--- config.mk ---
export PLATFORM = sky130hd
export DESIGN_NAME = pld_power_reset_security_control
export DESIGN_NICKNAME = d
export VERILOG_FILES = /design/src/pld_pkg.sv /design/src/pin_keeper.sv /design/src/sig_store.sv /design/src/pld_power_reset_security_control.sv
export VERILOG_INCLUDE_DIRS = /design/src /design/src/src
export SDC_FILE = /design/constraint.sdc
export NUM_CORES = 1
export LEC_CHECK = 0
export BUFFER_PORTS_ARGS = -buffer_cell sky130_fd_sc_hd__buf_2
export CAP_MARGIN = 20
export CORE_UTILIZATION = 40
export CTS_CLUSTER_DIAMETER = 50
export DETAILED_ROUTE_END_ITERATION = 8
export GPL_TIMING_DRIVEN = 0
export PLACE_DENSITY = 0.72
export SYNTH_ARGS = -nofsm -noshare
export SYNTH_HDL_FRONTEND = slang
export SYNTH_SLANG_ARGS = --single-unit
--- constraint.sdc ---
create_clock -name i_mclk -period 2 [get_ports i_mclk]
set_input_delay 0.2 -clock i_mclk [delete_from_list [all_inputs] [get_ports i_mclk]]
set_output_delay 0.2 -clock i_mclk [all_outputs]
set_load 0.03 [all_outputs]
--- src/pld_params.svh ---
// Constants for the power, reset and security control block
//
// What this block does
// - Power-up reset clears every macrocell register low without any clock edge.
// - Registered outputs are inverted, so they read high right after power-up reset.
// - With power-down enabled, a high sleep control pin puts the device to sleep.
// - Entering sleep latches and holds all outputs and internal logic state.
// - Outputs in high impedance when sleep begins stay high impedance until it ends.
// - While asleep every device pin except the sleep control pin is ignored.
// - Pin keepers stay active throughout sleep so no pin floats.
// - Without power-down enabled the sleep pin is an ordinary array input.
// - Programmer can preload each macrocell register high or low.
// - Once the security fuse is set, verify and preload are refused.
// - A 64-bit, eight-byte user signature stays readable whatever the fuse state.
// - Security fuse acts at once, so it is programmed as the last step.
// - Each keeper holds the pin's last level while nobody drives it.
// - Eight macrocells: registered output, combinatorial I/O, combinatorial output or input.
// - Exactly one of three modes is active: registered, complex or simple.
// - While asleep clock and data transitions are ignored; registers change only through a preload write.
`ifndef PLD_PARAMS_SVH
`define PLD_PARAMS_SVH

// Register indices on the plain register port
`define A_CTRL      4'h0
`define A_MCFG      4'h1
`define A_PRELOAD   4'h2
`define A_FUSE      4'h3
`define A_STATUS    4'h4
`define A_VERIFY    4'h5
`define A_SIG_BASE  4'h8

// Field positions and reset values
`define CTRL_PD_BIT 2
`define MCFG_RST    16'h0000

// Power-up reset timing
`define PR_TYP_NS   600
`define PR_MAX_NS   1000
`define CLK_NS      4
`define PR_CYCLES   ((`PR_MAX_NS + `CLK_NS - 1) / `CLK_NS)

`endif

--- src/pld_pkg.sv ---
// Types shared by the power, reset and security control block
package pld_pkg;

  typedef enum logic [1:0] {
    MODE_REG    = 2'h0,
    MODE_CPLX   = 2'h1,
    MODE_SIMPLE = 2'h2
  } mode_t;

  typedef enum logic [1:0] {
    FN_REG_OUT  = 2'h0,
    FN_COMB_IO  = 2'h1,
    FN_COMB_OUT = 2'h2,
    FN_INPUT    = 2'h3
  } mc_fn_t;

  typedef enum logic [1:0] {
    PWR_RESET = 2'h0,
    PWR_RUN   = 2'h1,
    PWR_SLEEP = 2'h3
  } pwr_t;

endpackage

--- src/pin_keeper.sv ---
// Weak hold of pin levels when no driver is present
`timescale 1ns/10ps
module pin_keeper #(
  parameter int N = 8
) (
  // Clock and reset
  input  wire logic         i_mclk,
  input  wire logic         i_rst,
  // Pin drivers
  input  wire logic [N-1:0] i_ext_drv,
  input  wire logic [N-1:0] i_ext_lvl,
  input  wire logic [N-1:0] i_own_oe,
  input  wire logic [N-1:0] i_own_out,
  // Resolved level
  output logic      [N-1:0] o_level
);

  typedef struct packed {
    logic [N-1:0] held;
  } keep_st_t;

  keep_st_t cur_ff;
  keep_st_t nxt_st;

  always_comb
  begin
    nxt_st = cur_ff;
    for (int i = 0; i < N; i++)
    begin
      if (i_ext_drv[i])
        nxt_st.held[i] = i_ext_lvl[i];
      else if (i_own_oe[i])
        nxt_st.held[i] = i_own_out[i];
      // Otherwise last level is kept
    end
  end

  always_ff @(posedge i_mclk)
  begin
    if (i_rst)
      cur_ff <= '0;
    else
      cur_ff <= nxt_st;
  end

  assign o_level = cur_ff.held;
endmodule // pin_keeper

--- src/sig_store.sv ---
// Eight-byte user signature storage
`timescale 1ns/10ps
module sig_store #(
  parameter int BYTES = 8
) (
  // Clock and reset
  input  wire logic                     i_mclk,
  input  wire logic                     i_rst,
  // Write side
  input  wire logic                     i_wr,
  input  wire logic                     i_lock,
  input  wire logic [$clog2(BYTES)-1:0] i_idx,
  input  wire logic [7:0]               i_wdata,
  // Read side
  output logic      [7:0]               o_byte
);

  typedef struct packed {
    logic [BYTES-1:0][7:0] mem;
  } sig_st_t;

  sig_st_t cur_ff;
  sig_st_t nxt_st;

  always_comb
  begin
    nxt_st = cur_ff;
    if (i_wr && !i_lock)
      nxt_st.mem[i_idx] = i_wdata;
  end

  always_ff @(posedge i_mclk)
  begin
    if (i_rst)
      cur_ff <= '0;
    else
      cur_ff <= nxt_st;
  end

  // Readable regardless of lock
  assign o_byte = cur_ff.mem[i_idx];
endmodule // sig_store

--- src/pld_power_reset_security_control.sv ---
// Power-up reset, sleep, preload and security control around eight macrocells
`timescale 1ns/10ps
`include "pld_params.svh"
module pld_power_reset_security_control #(
  parameter int NMC = 8
) (
  // Clock and reset
  input  wire logic           i_mclk,
  input  wire logic           i_rst,
  // Register port
  input  wire logic [3:0]     i_addr,
  input  wire logic [31:0]    i_wdata,
  input  wire logic           i_wr,
  input  wire logic           i_rd,
  output logic      [31:0]    o_rdata,
  // Device pins
  input  wire logic           i_dev_clk,
  input  wire logic           i_oe_n,
  input  wire logic           i_sleep_control_pin,
  input  wire logic [NMC-1:0] i_in,
  input  wire logic [NMC-1:0] i_in_drv,
  input  wire logic [NMC-1:0] i_io_lvl,
  input  wire logic [NMC-1:0] i_io_drv,
  output logic      [NMC-1:0] o_io_out,
  output logic      [NMC-1:0] o_io_oe,
  // Array side
  input  wire logic [NMC-1:0] i_sum,
  input  wire logic [NMC-1:0] i_pterm_oe,
  output logic      [2*NMC:0] o_array_in,
  output logic      [NMC-1:0] o_mc_q,
  // Status
  output logic                o_ready,
  output logic                o_sleeping
);

  ////////////////////////////////////////////////////////////////////////////
  // State

  typedef struct packed {
    pld_pkg::pwr_t     pwr;
    logic [8:0]        cnt;
    logic              clk_prev;
    logic              fuse;
    pld_pkg::mode_t    mode;
    logic              pd_en;
    logic [2*NMC-1:0]  mcfg;
    logic [NMC-1:0]    q;
    logic [NMC-1:0]    out;
    logic [NMC-1:0]    oe;
    logic [2*NMC:0]    ain;
    logic [31:0]       rdata;
  } ctl_st_t;

  ctl_st_t cur_ff;
  ctl_st_t nxt_st;

  logic [NMC-1:0] io_lvl;
  logic [NMC-1:0] in_lvl;
  logic [7:0]     sig_byte;
  logic           sig_wr;

  ////////////////////////////////////////////////////////////////////////////
  // Helpers

  // Returns {oe, out} for one macrocell
  function automatic logic [1:0] mc_drive(
    input pld_pkg::mode_t mode,
    input logic [1:0]     fn,
    input int             idx,
    input logic           q,
    input logic           sum,
    input logic           pt,
    input logic           oe_n
  );
    logic [1:0] r;
    r = 2'h0;
    case (mode)
      pld_pkg::MODE_REG:
      begin
        if (fn == pld_pkg::FN_REG_OUT)
          r = {~oe_n, ~q};
        else if (fn != pld_pkg::FN_INPUT)
          r = {pt, sum};
      end
      pld_pkg::MODE_CPLX:
      begin
        if (fn != pld_pkg::FN_INPUT || idx == 0 || idx == NMC - 1)
          r = {pt, sum};
      end
      default:
      begin
        if (fn != pld_pkg::FN_INPUT || idx == NMC / 2 - 1 || idx == NMC / 2)
          r = {1'b1, sum};
      end
    endcase
    return r;
  endfunction

  function automatic logic is_reg(input pld_pkg::mode_t mode, input logic [1:0] fn);
    return (mode == pld_pkg::MODE_REG) && (fn == pld_pkg::FN_REG_OUT);
  endfunction

  ////////////////////////////////////////////////////////////////////////////
  // Next state

  always_comb
  begin
    logic       rise;
    logic       go_sleep;
    logic [1:0] drv;
    logic [NMC-1:0] fb;
    rise     = 1'b0;
    go_sleep = 1'b0;
    drv      = 2'h0;
    fb       = '0;
    nxt_st   = cur_ff;
    nxt_st.rdata = '0;

    case (cur_ff.pwr)
      pld_pkg::PWR_RESET:
      begin
        // Registers stay low; pin clock ignored until interval ends
        nxt_st.q        = '0;
        nxt_st.out      = '1;
        nxt_st.clk_prev = 1'b1;
        nxt_st.cnt      = cur_ff.cnt + 9'h001;
        if (cur_ff.cnt == 9'(`PR_CYCLES - 1))
          nxt_st.pwr = pld_pkg::PWR_RUN;
      end
      pld_pkg::PWR_RUN:
      begin
        go_sleep = cur_ff.pd_en && i_sleep_control_pin;
        if (go_sleep)
        begin
          // Hold everything as it stands
          nxt_st.pwr      = pld_pkg::PWR_SLEEP;
          nxt_st.clk_prev = 1'b1;
        end
        else
        begin
          // First rise here relies on met setup times
          rise = i_dev_clk && !cur_ff.clk_prev;
          nxt_st.clk_prev = i_dev_clk;
          for (int i = 0; i < NMC; i++)
          begin
            if (rise && is_reg(cur_ff.mode, cur_ff.mcfg[2*i +: 2]))
              nxt_st.q[i] = i_sum[i];
            drv = mc_drive(cur_ff.mode, cur_ff.mcfg[2*i +: 2], i, cur_ff.q[i],
                           i_sum[i], i_pterm_oe[i], i_oe_n);
            nxt_st.oe[i]  = drv[1];
            nxt_st.out[i] = drv[0];
            fb[i] = is_reg(cur_ff.mode, cur_ff.mcfg[2*i +: 2]) ? cur_ff.q[i] : io_lvl[i];
          end
          // Sleep pin joins the array only without power-down
          nxt_st.ain = {(cur_ff.pd_en ? 1'b0 : i_sleep_control_pin), in_lvl, fb};
        end
      end
      pld_pkg::PWR_SLEEP:
      begin
        // Clock and inputs ignored, pins held
        nxt_st.clk_prev = 1'b1;
        if (!i_sleep_control_pin)
          nxt_st.pwr = pld_pkg::PWR_RUN;
      end
      default:
      begin
        nxt_st.pwr = pld_pkg::PWR_RESET;
      end
    endcase

    // Register writes
    if (i_wr)
    begin
      if (i_addr == `A_CTRL)
      begin
        if (!cur_ff.fuse && i_wdata[1:0] != 2'h3)
          nxt_st.mode = pld_pkg::mode_t'(i_wdata[1:0]);
        if (!cur_ff.fuse)
          nxt_st.pd_en = i_wdata[`CTRL_PD_BIT];
      end
      else if (i_addr == `A_MCFG)
      begin
        if (!cur_ff.fuse)
          nxt_st.mcfg = i_wdata[2*NMC-1:0];
      end
      else if (i_addr == `A_PRELOAD)
      begin
        if (!cur_ff.fuse && cur_ff.pwr != pld_pkg::PWR_RESET)
          nxt_st.q = i_wdata[NMC-1:0];
      end
      else if (i_addr == `A_FUSE)
      begin
        if (i_wdata[0])
          nxt_st.fuse = 1'b1;
      end
    end

    // Register reads, data in the following cycle only
    if (i_rd)
    begin
      if (i_addr == `A_CTRL)
        nxt_st.rdata = {29'h0, cur_ff.pd_en, cur_ff.mode};
      else if (i_addr == `A_MCFG)
        nxt_st.rdata = 32'(cur_ff.mcfg);
      else if (i_addr == `A_FUSE)
        nxt_st.rdata = {31'h0, cur_ff.fuse};
      else if (i_addr == `A_STATUS)
        nxt_st.rdata = 32'({cur_ff.fuse, (cur_ff.pwr == pld_pkg::PWR_SLEEP),
                            (cur_ff.pwr != pld_pkg::PWR_RESET), cur_ff.mode, cur_ff.q});
      else if (i_addr == `A_VERIFY)
      begin
        if (!cur_ff.fuse)
          nxt_st.rdata = {13'h0, cur_ff.pd_en, cur_ff.mode, cur_ff.mcfg};
      end
      else if (i_addr >= `A_SIG_BASE)
        nxt_st.rdata = {24'h0, sig_byte};
    end
  end

  always_ff @(posedge i_mclk)
  begin
    if (i_rst)
    begin
      cur_ff       <= '0;
      cur_ff.pwr   <= pld_pkg::PWR_RESET;
      cur_ff.mode  <= pld_pkg::MODE_REG;
      cur_ff.mcfg  <= `MCFG_RST;
      cur_ff.out   <= '1;
      cur_ff.clk_prev <= 1'b1;
    end
    else
      cur_ff <= nxt_st;
  end

  ////////////////////////////////////////////////////////////////////////////
  // Keepers and signature

  pin_keeper #(.N(NMC)) u_io_keep (
    .i_mclk    (i_mclk),
    .i_rst     (i_rst),
    .i_ext_drv (i_io_drv),
    .i_ext_lvl (i_io_lvl),
    .i_own_oe  (cur_ff.oe),
    .i_own_out (cur_ff.out),
    .o_level   (io_lvl)
  );

  pin_keeper #(.N(NMC)) u_in_keep (
    .i_mclk    (i_mclk),
    .i_rst     (i_rst),
    .i_ext_drv (i_in_drv),
    .i_ext_lvl (i_in),
    .i_own_oe  ('0),
    .i_own_out ('0),
    .o_level   (in_lvl)
  );

  assign sig_wr = i_wr && (i_addr >= `A_SIG_BASE);

  sig_store #(.BYTES(8)) u_sig (
    .i_mclk  (i_mclk),
    .i_rst   (i_rst),
    .i_wr    (sig_wr),
    .i_lock  (cur_ff.fuse),
    .i_idx   (i_addr[2:0]),
    .i_wdata (i_wdata[7:0]),
    .o_byte  (sig_byte)
  );

  ////////////////////////////////////////////////////////////////////////////
  // Outputs

  assign o_rdata    = cur_ff.rdata;
  assign o_io_out   = cur_ff.out;
  assign o_io_oe    = cur_ff.oe;
  assign o_array_in = cur_ff.ain;
  assign o_mc_q     = cur_ff.q;
  assign o_ready    = (cur_ff.pwr != pld_pkg::PWR_RESET);
  assign o_sleeping = (cur_ff.pwr == pld_pkg::PWR_SLEEP);
endmodule // pld_power_reset_security_control

==> flow_summary.yaml <==
synth:
  synth_area_um2: 8400
  yosysWarnings: 0
  synth_top_area_cell: "dfxtp_1"
  synth_ff_type: "dfxtp_1"
  yosysSeqAreaShare_pct: 41.0
  synth-seq-cells: 172
  async_flop_share_pct: 0
  synthTopCellsByArea: "dfxtp_1 (41%), mux2i_1 (6.9%), buf_4 (6.9%)"
  synth.avg_cell_area_um2: 8.41
  netlist_instances: 999
  synth-edff-count: 0
  yosysUniqueCellTypes: 59
  netlist.area_leader.share_pct: 41.0
clocking:
  cts_num_sinks: 172
  cts.clk_slew.worst_paths_ps: 60
  clockRootBuffer: "clkbuf_16"
  clkLatencyLatePin_ps: 440
  cts_htree_levels: 4
  cts_buffer_depth: 2
  cts-buffers-inserted: 17
  cts_tree: "built"
floorplanning:
  pin_count: 166
  die_width_um: 147
  die_area_um2: 21600
  die_h_um: 147
  core-area_um2: 20400
  rows: 52
  start_util_pct: 41.1
power:
  p_int_mw: 5.37
  netSwitchingPower_mw: 1.93
  combPwrFrac_pct: 8.8
  finalPower_mw: 7.30
  p_sw_share_pct: 26.4
  pwr-share-clk_pct: 43.1
  power.leakage_nw: 4.06
  power_frac_seq_pct: 48.1
  power-per-cell-area_nw_per_um2: 717
  vdd_drop_max_v: 0.000394
worst_setup_path:
  crit_slowest_cell: "or4_4"
  critPathKind: "flip-flop to flip-flop"
  cp.required_ps: 2290
  crit_arrival_ps: 2190
  crit_path_start_kind: "flip-flop"
  crit_chain: "clkbuf_1, or4_4, o311a_1, a31oi_1, a311oi_1"
  path_buf_inv: 1
  critical_path.max_fanout: 10
  cp_slowest_stage_delay_ps: 520
  reg2reg_slack_ps: 100
  crit_family: "compound AO/OA/AOI/OAI gates"
  cp-end-kind: "flip-flop"
layout:
  n_fill_cell: 1923
  fin_util_pct: 49.8
  design_area_um2: 10200
  fin_cells: 1457
  area_growth_pct: 21.1
  fin_nets: 1271
  layout-drive-gt1-share_pct: 24.9
  n_antenna_cell: 0
route:
  dr.first_iter.drc_count: 884
  totalWireLength_um: 26200
  via_per_inst: 5.47
  drc: 0
  vias: 7977
  post_drt_wl_per_cell_um: 18.0
  antenna_left: 0
  first_pass_iters: 6
place:
  place_congestion: 0.953
  dp_cells: 1412
  portBuffers: 131
  dpl_worst_slack_ps: -456
  hpwl_um: 18900
  post_dp_cell_area_um2: 9440
timing:
  tightest_slew_ps: 888
  max_freq_ghz: 0.526
  setup_viol: 0
  hold_slack_ps: 4.96
  drv_slew: 0
  skew_ps: 12.3
  finalCritPeriodShare_pct: 95.0
  max_slew_margin_pct: 40.8
  tns_ps: 0
  finalHoldViolCount: 0
  layout_min_cycle_time_ps: 1900
  layout_setup_ws_ps: 100
global_route:
  antenna_found_initial: 0
  grt_pass1_wl_um: 40000
  grt_pass1_vias: 7340
  grt_use_total_pct: 24.3
  grt_max_degree: 17
  grt-ovfl-total: 0
hold_path:
  hp-class: "primary input to flip-flop"
run:
  max_cap_violations: 0
status:
  status: "finished clean"
## power by group through the flow
stage          combinational, mW  clock, mW  sequential [mW]
2_1_floorplan              0.385          0             3.58
3_3_place_gp               0.605          0             3.59
3_5_place_dp               0.609          0             3.59
4_1_cts                    0.628       3.15             3.51
5_1_grt                    0.689       3.31             3.51
6_report                   0.644       3.15             3.51
## worst reg2reg max path: stages, from the launching register on
cell and delay, ps:
dfxtp_1 310, clkbuf_1 240, or4_4 520, o311a_1 360, a31oi_1 210, a311oi_1 120
## timing repair
item,4_1_cts,5_1_grt
gates resized for setup,5,11
setup buffers,0,4
hold buffers,10,0
endpoints found under the hold margin,10,0
endpoints found under the setup margin,36,54
## synthesized netlist by cell type, drive strengths merged (6+ instances only)
cell    count
or3         9
a22oi       7
a311oi      9
a21oi      96
buf        92
nand2     137
nand3      29
a211oi     12
dfxtp     172
a31oi      12
and2        6
mux2i      58
or4        13
ha          6
o31ai       7
clkbuf     50
nand2b     14
nor3       24
o21ai      35
nor2      112
mux4       11
inv         9
and3        7
a222oi      7
## sequential cells by signal, indices dropped and copies added (netlist names)
signal,count
u_in_keep.o_level,8
u_sig.cur_ff,64
o_mc_q,8
o_io_oe,8
o_array_in,17
cur_ff,32
u_io_keep.o_level,8
o_rdata,19
o_io_out,8
## logic make-up (layout without fill, tap and decap cells)
logic type               Yosys count  in the layout  share of synthesized area (%)
buffers and inverters            152            328                           10.5
AO/OA/AOI/OAI                    212            212                           15.6
other                              1             13                         0.0446
flip-flops                       172            172                           41.0
AND/OR/NAND/NOR                  376            376                           20.8
multiplexers                      74             74                           10.5
adder cells (fa/ha/maj)            6              6                          0.893
XOR/XNOR                           6              6                          0.625
## metal layers
metal  track usage, %  share of wire [%]  up-vias
met1             30.5                 41     3711
met3             4.97                8.1       72
li1                 -                  -     3793
met4             11.6                3.7        0
met2             39.7                 48      401
met5                0                  0        -
## worst paths after layout
check / startpoint / end / depth (start not counted)
max: cur_ff[91] / o_mc_q[3] / 5
min: i_io_lvl[3] / u_io_keep.o_level[3] / 3
max reg2reg: cur_ff[91] / o_mc_q[3] / 5
min reg2reg: u_sig.cur_ff[2] / u_sig.cur_ff[2] / 2
## cells in the final DEF (no fill, tap or decap), drive strengths merged, types with 4 or more instances in the layout
master and n:
buf 226, dfxtp 172, nand2 137, nor2 112, a21oi 96, clkbuf 70
mux2i 58, o21ai 35, nand3 29, nor3 24, inv 15, nand2b 14
conb 13, or4 13, a31oi 12, a211oi 12, mux4 11, dlygate4sd3 10
a311oi 9, or3 9, o31ai 7, a222oi 7, a22oi 7, and3 7
and2 6, ha 6, nor3b 5, mux2 5, clkinv 5, o311a 4
nor2b 4, nor4 4, o32ai 4, o32a 4, o211ai 4, xor2 4
## layout make-up
type,count,area [µm²],share of cell area (%)
Clock inverter,12,103,1.01
Timing Repair Buffer,145,811,7.97
Multi-Input combinational cell,687,4150,40.7
Tap cell,270,338,3.32
Inverter,10,37.5,0.369
Clock buffer,20,447,4.39
Buffer,141,852,8.37
Sequential cell,172,3440,33.8
Power figures use the tool's default switching activity.
